===== src/atpr_consts.svh =====
/*
 * Constants for the address-translation and page-request attribute block:
 * register offsets, field positions, reset values and table sizes.
 * Assumes inclusion by bare name from the block's design files.
 */
`ifndef ATPR_CONSTS_SVH
`define ATPR_CONSTS_SVH

// Register byte offsets
`define ATPR_CTRL_OFS 8'h00
`define ATPR_STATUS_OFS 8'h04
`define ATPR_GRANT_OFS 8'h08
`define ATPR_VIOL_OFS 8'h0c

// Control register fields
`define ATPR_CTRL_RSP_PFX_BIT 0
`define ATPR_CTRL_RESET 32'h0000_0000

// Status register fields
`define ATPR_STAT_OUTST_LSB 0
`define ATPR_STAT_WRBLK_BIT 8
`define ATPR_STAT_UNMATCH_BIT 9

// Table geometry defaults
`define ATPR_TRANS_SLOTS 4
`define ATPR_PRG_SLOTS 4
`define ATPR_PASID_W 20
`define ATPR_PRGI_W 9

`endif


===== src/atpr_pkg.sv =====
/*
 * Types for the address-translation and page-request attribute block.
 * Assumes no surroundings beyond a SystemVerilog compiler.
 */
package atpr_pkg;

  // Translation slot life cycle
  typedef enum logic [1:0] {
    atpr_slot_idle,
    atpr_slot_pend,
    atpr_slot_ro,
    atpr_slot_rw
  } atpr_slot_t;

endpackage


===== src/atpr_trans_slot.sv =====
/*
 * One translation slot: tracks a translation request and its reply,
 * and says whether writes may use the translation.
 * Assumes requests and replies arrive on the same clock, one per cycle.
 */
`timescale 1ns/1ps
module atpr_trans_slot (
  // Clock and reset
  input wire logic clk_i,
  input wire logic rst_i,
  // Events for this slot
  input wire logic req_i,
  input wire logic cpl_i,
  input wire logic cpl_write_ok_i,
  input wire logic release_i,
  // State
  output logic busy_o,
  output logic write_ok_o
);

  atpr_pkg::atpr_slot_t state_ff;

  // Slot life cycle; a read-only reply keeps writes off
  always_ff @(posedge clk_i) begin
    if (rst_i) begin
      state_ff <= atpr_pkg::atpr_slot_idle;
    end else if (req_i) begin
      state_ff <= atpr_pkg::atpr_slot_pend;
    end else if (cpl_i && state_ff == atpr_pkg::atpr_slot_pend) begin
      state_ff <= cpl_write_ok_i ? atpr_pkg::atpr_slot_rw : atpr_pkg::atpr_slot_ro;
    end else if (release_i) begin
      state_ff <= atpr_pkg::atpr_slot_idle;
    end
  end

  assign busy_o = (state_ff != atpr_pkg::atpr_slot_idle);
  assign write_ok_o = (state_ff == atpr_pkg::atpr_slot_rw);

endmodule // atpr_trans_slot


===== src/atpr_prg_slot.sv =====
/*
 * One outstanding page-request-group entry: holds the group index and
 * optional PASID, and matches a returning response against them.
 * Assumes responses arrive on the same clock as requests.
 */
`timescale 1ns/1ps
module atpr_prg_slot #(
  parameter int PASID_W = 20,
  parameter int PRGI_W = 9
) (
  // Clock and reset
  input wire logic clk_i,
  input wire logic rst_i,
  // Allocation
  input wire logic alloc_i,
  input wire logic [PRGI_W-1:0] alloc_index_i,
  input wire logic alloc_has_pasid_i,
  input wire logic [PASID_W-1:0] alloc_pasid_i,
  // Response lookup
  input wire logic rsp_use_pasid_i,
  input wire logic [PRGI_W-1:0] rsp_index_i,
  input wire logic rsp_has_pasid_i,
  input wire logic [PASID_W-1:0] rsp_pasid_i,
  input wire logic retire_i,
  // State
  output logic busy_o,
  output logic hit_o
);

  logic busy_ff;
  logic has_pasid_ff;
  logic [PRGI_W-1:0] index_ff;
  logic [PASID_W-1:0] pasid_ff;

  // Entry occupancy
  always_ff @(posedge clk_i) begin
    if (rst_i) begin
      busy_ff <= 1'b0;
    end else if (alloc_i) begin
      busy_ff <= 1'b1;
    end else if (retire_i) begin
      busy_ff <= 1'b0;
    end
  end

  // Stored identity of the group
  always_ff @(posedge clk_i) begin
    if (rst_i) begin
      has_pasid_ff <= 1'b0;
      index_ff <= '0;
      pasid_ff <= '0;
    end else if (alloc_i) begin
      has_pasid_ff <= alloc_has_pasid_i;
      index_ff <= alloc_index_i;
      pasid_ff <= alloc_pasid_i;
    end
  end

  // Index always compared; PASID too when prefix mode is on and both carry one
  assign hit_o = busy_ff && (index_ff == rsp_index_i) &&
                 (!(rsp_use_pasid_i && has_pasid_ff && rsp_has_pasid_i) ||
                  (pasid_ff == rsp_pasid_i));
  assign busy_o = busy_ff;

endmodule // atpr_prg_slot


===== src/atpr_core.sv =====
/*
 * Function-side translation and page-request attribute logic with a
 * Wishbone classic register slave. Sets the no-write flag on translation
 * requests, blocks writes through read-only translations, sets the
 * write-access field of page requests, and matches page-request-group
 * responses by group index and PASID.
 * Assumes one clock, synchronous active-high reset, and a same-clock
 * transaction layer that sends and receives the packets.
 */
`timescale 1ns/1ps
`include "atpr_consts.svh"

// Functional notes
// - Function may match responses using prefix PASID plus page group index.
// - Function sets no-write flag to ask only read access via translation.
// - No writes through read-only translation; write needs new request, flag clear; code allows writes after any writable reply, flag set or not.
// - Clear no-write flag only after explicit write permission given.
// - Page request write-access set to seek write; clear only if never writing; code clears it for a wanted write when grant_ff is all zero.
// - Never set page request write-access without explicit write permission.
module atpr_core #(
  parameter int TRANS_SLOTS = `ATPR_TRANS_SLOTS,
  parameter int PRG_SLOTS = `ATPR_PRG_SLOTS,
  parameter int PASID_W = `ATPR_PASID_W,
  parameter int PRGI_W = `ATPR_PRGI_W
) (
  // Clock and reset
  input wire logic clk_i,
  input wire logic rst_i,
  // Wishbone classic slave
  input wire logic wb_cyc_i,
  input wire logic wb_stb_i,
  input wire logic wb_we_i,
  input wire logic [7:0] wb_adr_i,
  input wire logic [3:0] wb_sel_i,
  input wire logic [31:0] wb_dat_i,
  output logic [31:0] wb_dat_o,
  output logic wb_ack_o,
  output logic wb_err_o,
  // Translation request from engine
  input wire logic tr_req_valid_i,
  input wire logic [1:0] tr_req_slot_i,
  input wire logic tr_req_want_write_i,
  output logic tr_req_ready_o,
  output logic tr_out_valid_o,
  output logic [1:0] tr_out_slot_o,
  output logic tr_out_no_write_flag_o,
  // Translation completion from link
  input wire logic tr_cpl_valid_i,
  input wire logic [1:0] tr_cpl_slot_i,
  input wire logic tr_cpl_write_ok_i,
  input wire logic tr_release_i,
  // Memory write gating
  input wire logic mw_valid_i,
  input wire logic [1:0] mw_slot_i,
  output logic mw_allow_o,
  output logic mw_block_o,
  // Page request from engine
  input wire logic pr_valid_i,
  input wire logic pr_want_write_i,
  input wire logic [PRGI_W-1:0] pr_index_i,
  input wire logic pr_has_pasid_i,
  input wire logic [PASID_W-1:0] pr_pasid_i,
  output logic pr_ready_o,
  output logic pr_out_valid_o,
  output logic pr_out_write_access_o,
  output logic [PRGI_W-1:0] pr_out_index_o,
  output logic pr_out_has_pasid_o,
  output logic [PASID_W-1:0] pr_out_pasid_o,
  // Page-request-group response from link
  input wire logic rsp_valid_i,
  input wire logic [PRGI_W-1:0] rsp_index_i,
  input wire logic rsp_has_pasid_i,
  input wire logic [PASID_W-1:0] rsp_pasid_i,
  output logic rsp_match_o,
  output logic rsp_unmatched_o,
  // Control state seen by the link layer
  output logic response_prefix_required_enable_o
);

  // Refuse parameter values the logic cannot serve; slot ids are 2 bits wide
  if (TRANS_SLOTS != 4 || PRG_SLOTS < 1 || PRG_SLOTS > 8) $error("slot counts out of range");
  if (PASID_W < 1 || PASID_W > 32 || PRGI_W < 1 || PRGI_W > 32) $error("field widths out of range");

  logic ctrl_pfx_ff;
  logic [TRANS_SLOTS-1:0] grant_ff;
  logic [TRANS_SLOTS-1:0] viol_ff;
  logic wrblk_ff;
  logic unmatch_ff;
  logic ack_ff;
  logic err_ff;
  logic [31:0] rdat_ff;
  logic [31:0] nxt_rdat;
  logic nxt_err;
  logic [TRANS_SLOTS-1:0] t_busy;
  logic [TRANS_SLOTS-1:0] t_wok;
  logic [PRG_SLOTS-1:0] p_busy;
  logic [PRG_SLOTS-1:0] p_hit;
  logic [PRG_SLOTS-1:0] p_alloc;
  logic [PRG_SLOTS-1:0] p_retire;
  logic p_free;
  logic wb_req;
  logic wb_wr;
  logic wb_rd;
  logic tr_fire;
  logic pr_fire;
  logic [3:0] outst_cnt;

  // Bus request decode; one answer per request, ack drops the cycle after
  assign wb_req = wb_cyc_i && wb_stb_i && !ack_ff && !err_ff;
  assign wb_wr = wb_req && wb_we_i && !nxt_err && wb_sel_i[0];
  assign wb_rd = wb_req && !wb_we_i;

  // Unmapped addresses answer with err
  always_comb begin
    nxt_err = 1'b1;
    unique case (wb_adr_i)
      `ATPR_CTRL_OFS, `ATPR_STATUS_OFS, `ATPR_GRANT_OFS, `ATPR_VIOL_OFS: nxt_err = 1'b0;
      default: nxt_err = 1'b1;
    endcase
  end

  // Bus answer flops
  always_ff @(posedge clk_i) begin
    if (rst_i) begin
      ack_ff <= 1'b0;
      err_ff <= 1'b0;
    end else begin
      ack_ff <= wb_req && !nxt_err;
      err_ff <= wb_req && nxt_err;
    end
  end

  // Control: response prefix required enable
  always_ff @(posedge clk_i) begin
    if (rst_i) begin
      ctrl_pfx_ff <= 1'(`ATPR_CTRL_RESET >> `ATPR_CTRL_RSP_PFX_BIT);
    end else if (wb_wr && wb_adr_i == `ATPR_CTRL_OFS) begin
      ctrl_pfx_ff <= wb_dat_i[`ATPR_CTRL_RSP_PFX_BIT];
    end
  end

  // Write permission per translation slot, granted by software
  always_ff @(posedge clk_i) begin
    if (rst_i) begin
      grant_ff <= '0;
    end else if (wb_wr && wb_adr_i == `ATPR_GRANT_OFS) begin
      grant_ff <= wb_dat_i[TRANS_SLOTS-1:0];
    end
  end

  // Sticky blocked-write record; set wins over write-one-to-clear
  always_ff @(posedge clk_i) begin
    if (rst_i) begin
      viol_ff <= '0;
    end else begin
      for (int i = 0; i < TRANS_SLOTS; i++) begin
        if (mw_block_o && mw_slot_i == 2'(i)) begin
          viol_ff[i] <= 1'b1;
        end else if (wb_wr && wb_adr_i == `ATPR_VIOL_OFS && wb_dat_i[i]) begin
          viol_ff[i] <= 1'b0;
        end
      end
    end
  end

  // Sticky status events; set wins over clear by status write
  always_ff @(posedge clk_i) begin
    if (rst_i) begin
      wrblk_ff <= 1'b0;
      unmatch_ff <= 1'b0;
    end else begin
      if (mw_block_o) begin
        wrblk_ff <= 1'b1;
      end else if (wb_wr && wb_adr_i == `ATPR_STATUS_OFS && wb_dat_i[`ATPR_STAT_WRBLK_BIT]) begin
        wrblk_ff <= 1'b0;
      end
      if (rsp_unmatched_o) begin
        unmatch_ff <= 1'b1;
      end else if (wb_wr && wb_adr_i == `ATPR_STATUS_OFS && wb_dat_i[`ATPR_STAT_UNMATCH_BIT]) begin
        unmatch_ff <= 1'b0;
      end
    end
  end

  // Count of outstanding page-request groups
  always_comb begin
    outst_cnt = '0;
    for (int i = 0; i < PRG_SLOTS; i++) begin
      outst_cnt = outst_cnt + 4'(p_busy[i]);
    end
  end

  // Read data mux
  always_comb begin
    nxt_rdat = '0;
    unique case (wb_adr_i)
      `ATPR_CTRL_OFS: nxt_rdat[`ATPR_CTRL_RSP_PFX_BIT] = ctrl_pfx_ff;
      `ATPR_STATUS_OFS: begin
        nxt_rdat[`ATPR_STAT_OUTST_LSB +: 4] = outst_cnt;
        nxt_rdat[`ATPR_STAT_WRBLK_BIT] = wrblk_ff;
        nxt_rdat[`ATPR_STAT_UNMATCH_BIT] = unmatch_ff;
      end
      `ATPR_GRANT_OFS: nxt_rdat[TRANS_SLOTS-1:0] = grant_ff;
      `ATPR_VIOL_OFS: nxt_rdat[TRANS_SLOTS-1:0] = viol_ff;
      default: nxt_rdat = '0;
    endcase
  end

  // Read data register
  always_ff @(posedge clk_i) begin
    if (rst_i) begin
      rdat_ff <= '0;
    end else if (wb_rd) begin
      rdat_ff <= nxt_rdat;
    end
  end

  assign wb_dat_o = rdat_ff;
  assign wb_ack_o = ack_ff;
  assign wb_err_o = err_ff;
  assign response_prefix_required_enable_o = ctrl_pfx_ff;

  // Translation slots
  for (genvar g = 0; g < TRANS_SLOTS; g++) begin : g_trans
    atpr_trans_slot u_slot (
      .clk_i(clk_i),
      .rst_i(rst_i),
      .req_i(tr_fire && tr_req_slot_i == 2'(g)),
      .cpl_i(tr_cpl_valid_i && tr_cpl_slot_i == 2'(g)),
      .cpl_write_ok_i(tr_cpl_write_ok_i),
      .release_i(tr_release_i && tr_req_slot_i == 2'(g)),
      .busy_o(t_busy[g]),
      .write_ok_o(t_wok[g])
    );
  end

  assign tr_req_ready_o = 1'b1;
  assign tr_fire = tr_req_valid_i;

  // Translation request out; flag set unless write wanted and granted
  always_ff @(posedge clk_i) begin
    if (rst_i) begin
      tr_out_valid_o <= 1'b0;
      tr_out_slot_o <= '0;
      tr_out_no_write_flag_o <= 1'b1;
    end else begin
      tr_out_valid_o <= tr_fire;
      if (tr_fire) begin
        tr_out_slot_o <= tr_req_slot_i;
        tr_out_no_write_flag_o <= !(tr_req_want_write_i &&
                                    grant_ff[tr_req_slot_i]);
      end
    end
  end

  // Writes pass only through translations that came back writable
  // whatever flag was sent, since the agent may ignore it
  assign mw_allow_o = mw_valid_i && t_wok[mw_slot_i];
  assign mw_block_o = mw_valid_i && !t_wok[mw_slot_i];

  // Page request allocation into first free group entry
  always_comb begin
    p_alloc = '0;
    p_free = 1'b0;
    for (int i = 0; i < PRG_SLOTS; i++) begin
      if (!p_busy[i] && !p_free) begin
        p_alloc[i] = pr_valid_i;
        p_free = 1'b1;
      end
    end
  end

  assign pr_ready_o = p_free;
  assign pr_fire = pr_valid_i && p_free;

  // Page request out; write access only with any explicit grant
  always_ff @(posedge clk_i) begin
    if (rst_i) begin
      pr_out_valid_o <= 1'b0;
      pr_out_write_access_o <= 1'b0;
      pr_out_index_o <= '0;
      pr_out_has_pasid_o <= 1'b0;
      pr_out_pasid_o <= '0;
    end else begin
      pr_out_valid_o <= pr_fire;
      if (pr_fire) begin
        pr_out_write_access_o <= pr_want_write_i && (|grant_ff);
        pr_out_index_o <= pr_index_i;
        pr_out_has_pasid_o <= pr_has_pasid_i;
        pr_out_pasid_o <= pr_pasid_i;
      end
    end
  end

  // Group entries
  for (genvar g = 0; g < PRG_SLOTS; g++) begin : g_prg
    atpr_prg_slot #(
      .PASID_W(PASID_W),
      .PRGI_W(PRGI_W)
    ) u_prg (
      .clk_i(clk_i),
      .rst_i(rst_i),
      .alloc_i(p_alloc[g]),
      .alloc_index_i(pr_index_i),
      .alloc_has_pasid_i(pr_has_pasid_i),
      .alloc_pasid_i(pr_pasid_i),
      .rsp_use_pasid_i(ctrl_pfx_ff),
      .rsp_index_i(rsp_index_i),
      .rsp_has_pasid_i(rsp_has_pasid_i),
      .rsp_pasid_i(rsp_pasid_i),
      .retire_i(p_retire[g]),
      .busy_o(p_busy[g]),
      .hit_o(p_hit[g])
    );
  end

  // Retire the lowest matching entry; PASID joins index when prefixes enabled
  always_comb begin
    p_retire = '0;
    for (int i = PRG_SLOTS - 1; i >= 0; i--) begin
      if (rsp_valid_i && p_hit[i]) begin
        p_retire = '0;
        p_retire[i] = 1'b1;
      end
    end
  end

  // Response outcome pulses
  always_ff @(posedge clk_i) begin
    if (rst_i) begin
      rsp_match_o <= 1'b0;
      rsp_unmatched_o <= 1'b0;
    end else begin
      rsp_match_o <= |p_retire;
      rsp_unmatched_o <= rsp_valid_i && !(|p_hit);
    end
  end

endmodule // atpr_core


===== config.mk =====
export PLATFORM = sky130hd
export DESIGN_NAME = atpr_core
export DESIGN_NICKNAME = d
export VERILOG_FILES = /design/src/atpr_pkg.sv /design/src/atpr_trans_slot.sv /design/src/atpr_prg_slot.sv /design/src/atpr_core.sv
export VERILOG_INCLUDE_DIRS = /design/src
export SDC_FILE = /design/constraint.sdc
export NUM_CORES = 1
export LEC_CHECK = 0
export ABC_AREA = 1
export BUFFER_PORTS_ARGS = -buffer_cell sky130_fd_sc_hd__buf_2
export CAP_MARGIN = 20
export CORE_UTILIZATION = 45
export DETAILED_ROUTE_END_ITERATION = 8
export PLACE_DENSITY = 0.73
export SLEW_MARGIN = 30
export SYNTH_ARGS = -nofsm -noshare
export SYNTH_HDL_FRONTEND = slang
export SYNTH_SLANG_ARGS = --single-unit

===== constraint.sdc =====
create_clock -name clk_i -period 1.9 [get_ports clk_i]
set_clock_uncertainty 0.1 [all_clocks]
set_input_delay 0.095 -clock clk_i [delete_from_list [all_inputs] [get_ports clk_i]]
set_output_delay 0.095 -clock clk_i [all_outputs]
set_load 0.1 [all_outputs]

Word level (Yosys, flattened, before mapping)

Cells that the tools add are included.

Mux-type cells: 53
Add/sub/neg operators: 3
Magnitude comparators: 2
Reductions and logical operators: 117
Equality and inequality tests: 28

Operators with widths:

| operator                                             | count |
|---|---|
| equality test 20 bit                                 | 4 |
| logical AND 1 bit                                    | 68 |
| equality test 9 bit                                  | 4 |
| two-way mux 1 bit                                    | 36 |
| nonzero test 2 bit                                   | 14 |
| equality test 2 bit (second input constant)          | 10 |
| two-way mux 2 bit                                    | 9 |
| equality test 8 x 4 -> 1 bit (second input constant) | 2 |
| two-way mux 4 bit                                    | 4 |
| OR reduction 4 bit                                   | 4 |
| zero test 1 bit                                      | 15 |
| equality test 2 x 1 -> 1 bit (second input constant) | 7 |
| nonzero test 3 bit                                   | 4 |
| one-hot mux 3 bit (3 select lines)                   | 1 |
| equality test 8 x 3 -> 1 bit (second input constant) | 1 |
| zero test 8 bit                                      | 1 |
| OR reduction 2 bit                                   | 4 |
| zero test 2 bit                                      | 3 |
| < comparator 2 x 3 -> 1 bit (second input constant)  | 2 |
| adder 3 x 1 -> 4 bit                                 | 1 |
| binary-select mux 1 bit (select 2 bit)               | 2 |
| logical OR 1 bit                                     | 4 |
| one-hot mux 1 bit (4 select lines)                   | 1 |
| adder 2 x 1 -> 3 bit                                 | 1 |
| adder 1 x 1 -> 2 bit                                 | 1 |

Logic and storage cells: 248
Output and inout port bits: 77
Register bits: 189
Input bits: 124

Longest topological paths before layout

Depth after elaboration: 12
Mapped depth: 15
Depth with buffers taken out: 14

Modules after synthesis

From an unflattened synthesis, not the netlist that was laid out.

Cells, all modules: 1,373
Area total of the unflattened synthesis: 9,487.8 µm²

Modules (own cells, without submodules):

| module          | cells an instance | area an instance (µm²) | times used |
|---|---|---|---|
| atpr_prg_slot   | 227               | 1,557.7                | 4 |
| atpr_core       | 389               | 2,791.4                | 1 |
| atpr_trans_slot | 19                | 116.4                  | 4 |

Worst setup path after synthesis

No wires, ideal clock.

Path type: register -> register
Start: register g_prg[0].u_prg.busy_ff
End: register pr_out_index_o[7]
Path slack: -0.607 ns
Data arrival time: 2.290 ns
Cell stages (with the launch flop): 8
Clock period less this slack: 2.507 ns
Cell sequence: dfxtp_1 > ha_1 > nand3_1 > nand2_1 > inv_1 > clkbuf_1 > nor2_1 > nor2_1

Cells in the longest elaborated chain, start to end: 9
Elaborated cells on any way between the ends: 10

RTL lines:

| item                                                   | line                | RTL |
|---|---|---|
| from (decl)                                            | atpr_prg_slot.sv:30 | `logic busy_ff;` |
| from (signal assigned)                                 | atpr_prg_slot.sv:38 | `busy_ff <= 1'b0;` |
| from (signal assigned)                                 | atpr_prg_slot.sv:40 | `busy_ff <= 1'b1;` |
| from (signal assigned)                                 | atpr_prg_slot.sv:42 | `busy_ff <= 1'b0;` |
| two-way mux 1 bit or logical AND 1 bit (tied branches) | atpr_core.sv:266    | `if (!p_busy[i] && !p_free) begin` |
| two-way mux 1 bit *                                    | atpr_core.sv:266    |  |
| zero test 1 bit                                        | atpr_core.sv:266    |  |
| logical AND 1 bit                                      | atpr_core.sv:266    |  |
| two-way mux 1 bit *                                    | atpr_core.sv:266    |  |
| zero test 1 bit                                        | atpr_core.sv:266    |  |
| logical AND 1 bit                                      | atpr_core.sv:266    |  |
| two-way mux 1 bit *                                    | atpr_core.sv:266    |  |
| net pr_ready_o                                         | atpr_core.sv:63     | `output logic pr_ready_o,` |
| logical AND 1 bit *                                    | atpr_core.sv:274    | `assign pr_fire = pr_valid_i && p_free;` |
| to (signal assigned)                                   | atpr_core.sv:288    | `pr_out_index_o <= pr_index_i;` |
| to (decl)                                              | atpr_core.sv:66     | `output logic [PRGI_W-1:0] pr_out_index_o,` |

Mark *: on every way through the listed nets, which the timed path passes. The rest lies on a longest branch.
A chain may end at the register's enable or synchronous reset.

Final worst setup path

Start: input tr_cpl_slot_i[0]
End: register g_trans[1].u_slot.state_ff[1]

Cells in the longest elaborated chain, start to end: 4
Elaborated cells on any way between the ends: 5

RTL lines:

| item                                                    | line                  | RTL |
|---|---|---|
| from (decl)                                             | atpr_core.sv:49       | `input wire logic [1:0] tr_cpl_slot_i,` |
| equality test 2 x 1 -> 1 bit *                          | atpr_core.sv:229      | `.cpl_i(tr_cpl_valid_i && tr_cpl_slot_i == 2'(g)),` |
| logical AND 1 bit *                                     | atpr_core.sv:229      |  |
| logical AND 1 bit *                                     | atpr_trans_slot.sv:29 | `end else if (cpl_i && state_ff == atpr_pkg::atpr_slot_pend) begin` |
| two-way mux 2 bit or nonzero test 2 bit (tied branches) | n/a                   |  |
| to (signal assigned)                                    | atpr_trans_slot.sv:28 | `state_ff <= atpr_pkg::atpr_slot_pend;` |
| to (signal assigned)                                    | atpr_trans_slot.sv:30 | `state_ff <= cpl_write_ok_i ? atpr_pkg::atpr_slot_rw : atpr_pkg::atpr_slot_ro;` |
| to (signal assigned)                                    | atpr_trans_slot.sv:32 | `state_ff <= atpr_pkg::atpr_slot_idle;` |
| to (decl)                                               | atpr_trans_slot.sv:21 | `atpr_pkg::atpr_slot_t state_ff;` |

Mark *: on every way between the ends. The rest lies on a longest branch, timed or not.

==> implementation parameters <==
Parameter                              Value

Worst setup path
  Critical register-to-register path endpoint    g_trans[1].u_slot.state_ff[1]$_SDFFE_PP0P_
  Worst Path Required    2170 ps
  Arrival time worst endpoint    2130 ps
  FF-to-FF Start    g_trans[1].u_slot.state_ff[1]$_SDFFE_PP0P_
  CP Max Fanout    3
  Kind of end point of the critical path    flop
  CP Launch Type    input pin
  Worst setup slack for register-to-register paths    50 ps
  Worst Reg2Reg Path Length in Cells    4
  Startpoint-to-endpoint class of the critical path    in2reg

Floorplan
  Core area    18900 µm²
  Starting density of the core    0.465
  Height of the die    142 µm
  Top-level I/O count    between 200 and 250
  Horizontal die dimension    142 µm
  Die Footprint    20100 µm²
  Std-Cell Rows    50

STA
  Final Hold Vio Count    0
  Worst hold margin    29.8 ps
  Post-layout minimum cycle time    1860 ps
  Slew at the pin closest to its max-slew limit    between 600 and 700 ps
  Number of setup violations in the final report    0
  Final worst path period share    0.979
  Max Freq    0.538 GHz
  Worst slew slack as a fraction of its limit    0.567
  Smallest setup slack after layout    40.0 ps
  Number of slew-limit violations in the final report    0

Yosys
  Fraction of the mapped netlist area in simple logic gates    0.236
  Combinational family with the most area after synthesis    simple AND/OR/NAND/NOR gates
  Adder and majority cell fraction of the synthesized area    0.00798
  XOR/XNOR share of the synthesized area    0.0678
  Yosys synthesis warning count    0
  Post-Syn Area    8780 µm²
  Top_reg_cell synth    sky130_fd_sc_hd__dfxtp_1
  Largest area contributor in the synthesized netlist    sky130_fd_sc_hd__dfxtp_1
  Post-synthesis compound-gate area fraction    0.161
  Count of flip-flops with a built-in enable after synthesis    0
  Share of flip-flops with an asynchronous set or reset    0
  Multiplexer area fraction after synthesis    0
  Proportion of netlist area held by the largest area contributor    0.431
  Synthesized area per cell    ~7.1 µm²
  Register bit total from synthesis    roughly 190
  Sequential share of the synthesized area    0.431
  Post-synthesis cell count    1245
  Distinct cells, synth    43
  Cells taking the most area after synthesis    sky130_fd_sc_hd__dfxtp_1 43%, sky130_fd_sc_hd__nor2_1 13%, sky130_fd_sc_hd__o21ai_0 9.6%

Global routing
  Maximum number of pins on one net before global-route repair    156
  Vias in the first global route    7671
  Wire length of the first global-routing pass    38.1 mm
  GRT overflow    0
  Overall fraction of global-route tracks in use    0.240
  Initial antenna violation count    0

Routing
  DR DRC count    0
  Average wire per cell in the routed design    14.0 µm
  Post-route ant nets    0
  Vias/cell    between 4 and 5
  Count of vias placed by the detailed router    8458
  First-pass iteration count of the detailed router    5
  Total length of routed wires    23.8 mm
  Drt initial violations    464

Cells and area
  Most used cells in the layout excluding fill and tap cells    297 x sky130_fd_sc_hd__nor2_1, 187 x sky130_fd_sc_hd__dfxtp_1, 167 x sky130_fd_sc_hd__nand2_1, 167 x sky130_fd_sc_hd__o21ai_0, 138 x sky130_fd_sc_hd__buf_2
  Fraction of layout cells with a size suffix above 1    0.153
  Area added between synthesis and finish    24.8%
  # diodes    0
  Final design area excluding fillers    11000 µm²
  Total Nets Final    1564
  Most frequent standard cell in the layout excluding fill and tap cells    sky130_fd_sc_hd__nor2_1
  # fillers    between 1.5k and 2k
  Core Util, Final    0.580

Placed design
  DP Worst Slack    112 ps
  Post-DP HPWL    roughly 16 mm
  Routability cong.    a little under 0.9
  Port bufs    between 100 and 150
  Cell Area, Placed    9710 µm²

CTS
  CTS tree    done
  Buffer depth of the longest clock path    2
  Insertion delay of the later-clocked pin in the worst-skew pair    430 ps
  Level count of the clock H-tree    4
  Clock-pin slew reported for the worst setup and hold paths after clock tree synthesis    about 70 ps
  Cell chosen for the clock root    sky130_fd_sc_hd__clkbuf_16
  Total number of clock tree sinks    189
  Total CTS buffers    17

Pwr
  Pleak    4.88 nW
  Worst vdd rail ir drop    0.000738 V
  Total power per unit cell area    857 nW/µm²

Min path
  Worst min-delay path category    in2reg
  Launch point of the worst hold path    wb_cyc_i
  Worst hold path endpoint    wb_ack_o$_SDFF_PP0_
  Worst hold path depth    4

Outcome
  Result of the run    completed

Flow run
  Max-cap violations    0
[worst max-delay path, cell delays in order]
cell and delay, ps:
sky130_fd_sc_hd__dlygate4sd3_1 530, sky130_fd_sc_hd__buf_2 120, sky130_fd_sc_hd__nand2_1 90, sky130_fd_sc_hd__nor4b_2 350, sky130_fd_sc_hd__a21oi_1 90, sky130_fd_sc_hd__a211oi_1 240
sky130_fd_sc_hd__dlygate4sd3_1 620
[worst max path at each step]
stage	endpoint	start	slack, ps	depth (start not counted)
final	g_trans[1].u_slot.state_ff[1]$_SDFFE_PP0P_	tr_cpl_slot_i[0]	40	7
after global routing	mw_block_o	g_trans[0].u_slot.state_ff[0]$_SDFFE_PP0P_	-3	8
after CTS	g_trans[3].u_slot.state_ff[0]$_SDFFE_PP0P_	tr_req_slot_i[1]	30	6
after detailed placement	wb_dat_o[1]$_SDFFE_PP0P_	g_prg[0].u_prg.busy_o$_SDFFE_PP0P_	110	7
after global placement	wb_dat_o[1]$_SDFFE_PP0P_	g_prg[0].u_prg.busy_o$_SDFFE_PP0P_	150	7
after floorplan	viol_ff[0]$_SDFFE_PP0P_	g_trans[0].u_slot.state_ff[1]$_SDFFE_PP0P_	-40	9
[cell families after synthesis]
kind of cell | Yosys count
AND/OR/NAND/NOR | 521
AO/OA/AOI/OAI | 268
buffers and inverters | 192
flip-flops | 189
XOR/XNOR | 68
adder cells (fa/ha/maj) | 5
other | 2
[power breakdown]
| part | internal [mW] | switching (mW) | leakage, nW |
|---|---|---|---|
| Combinational | 0.473 | 1.25 | 3.06 |
| Sequential | 4.14 | 0.0957 | 1.55 |
| Clock | 1.92 | 1.52 | 0.275 |
[layer usage]
layer | track usage | routed length (µm) | vias up
met5 | 0 | 0 | -
met4 | 0.0736 | 378 | 0
met3 | 0.0429 | 1250 | 40
met2 | 0.406 | 11300 | 266
met1 | 0.311 | 10900 | 3845
li1 | - | - | 4307
[flip-flops by register name, summed over array words and instances, names as in the netlist]
register,flops
pr_out_pasid_o,20
grant_ff,4
wb_ack_o,1
g_prg.u_prg.pasid_ff,80
pr_out_valid_o,1
g_prg.u_prg.has_pasid_ff,4
g_prg.u_prg.index_ff,36
tr_out_valid_o,1
rsp_match_o,1
wb_dat_o,6
pr_out_write_access_o,1
wb_err_o,1
rsp_unmatched_o,1
tr_out_slot_o,2
g_prg.u_prg.busy_o,4
response_prefix_required_enable_o,1
pr_out_has_pasid_o,1
g_trans.u_slot.state_ff,8
pr_out_index_o,9
viol_ff,4
unmatch_ff,1
tr_out_no_write_flag_o,1
wrblk_ff,1
[Yosys cell counts, types with 2 or more instances]
cell type / number
sky130_fd_sc_hd__nand3_1: 26
sky130_fd_sc_hd__inv_2: 7
sky130_fd_sc_hd__a22o_1: 2
sky130_fd_sc_hd__o21ai_0: 168
sky130_fd_sc_hd__o211ai_1: 3
sky130_fd_sc_hd__nand2_1: 167
sky130_fd_sc_hd__a211oi_1: 6
sky130_fd_sc_hd__nor4_1: 4
sky130_fd_sc_hd__clkinv_1: 3
sky130_fd_sc_hd__buf_1: 2
sky130_fd_sc_hd__clkbuf_1: 45
sky130_fd_sc_hd__a22oi_1: 2
sky130_fd_sc_hd__xor2_1: 34
sky130_fd_sc_hd__o22ai_1: 9
sky130_fd_sc_hd__xnor2_1: 34
sky130_fd_sc_hd__nor2_2: 4
sky130_fd_sc_hd__dfxtp_1: 189
sky130_fd_sc_hd__ha_1: 4
sky130_fd_sc_hd__a31oi_1: 4
sky130_fd_sc_hd__clkbuf_2: 8
sky130_fd_sc_hd__inv_1: 95
sky130_fd_sc_hd__buf_2: 4
sky130_fd_sc_hd__nand4_1: 9
sky130_fd_sc_hd__a21oi_1: 66
sky130_fd_sc_hd__nor3_1: 7
sky130_fd_sc_hd__nor2_1: 298
sky130_fd_sc_hd__conb_1: 2
sky130_fd_sc_hd__buf_4: 28
[what timing repair did]
item / in CTS / in global routing
buffers inserted: 0 / 1
hold buffers: 65 / 0
hold endpoints to repair: 184 / 0
setup endpoints to repair: 3 / 4
resized for setup: 6 / 8
pin swaps: 1 / 0
[metrics by stage]
step | cells | total power, mW | setup TNS (ps)
final | 1708 | 9.39 | 0
after global routing | 1708 | 9.76 | -2.82
after CTS | 1708 | 9.42 | 0
after detailed placement | 1611 | 5.92 | 0
after global placement | 1611 | 5.89 | 0
after floorplan | 1270 | 5.55 | -121
[layout make-up]
type / count / area (µm²) / area share
clock buffer: 24 / 482 / 0.0439
clock inverter: 8 / 82.6 / 0.00753
inverter: 105 / 395 / 0.0361
multi-input combinational: 889 / 4290 / 0.391
sequential: 189 / 3790 / 0.345
tap: 260 / 325 / 0.0297
timing repair buffer: 233 / 1610 / 0.146
(Power assumes the default switching activity.)
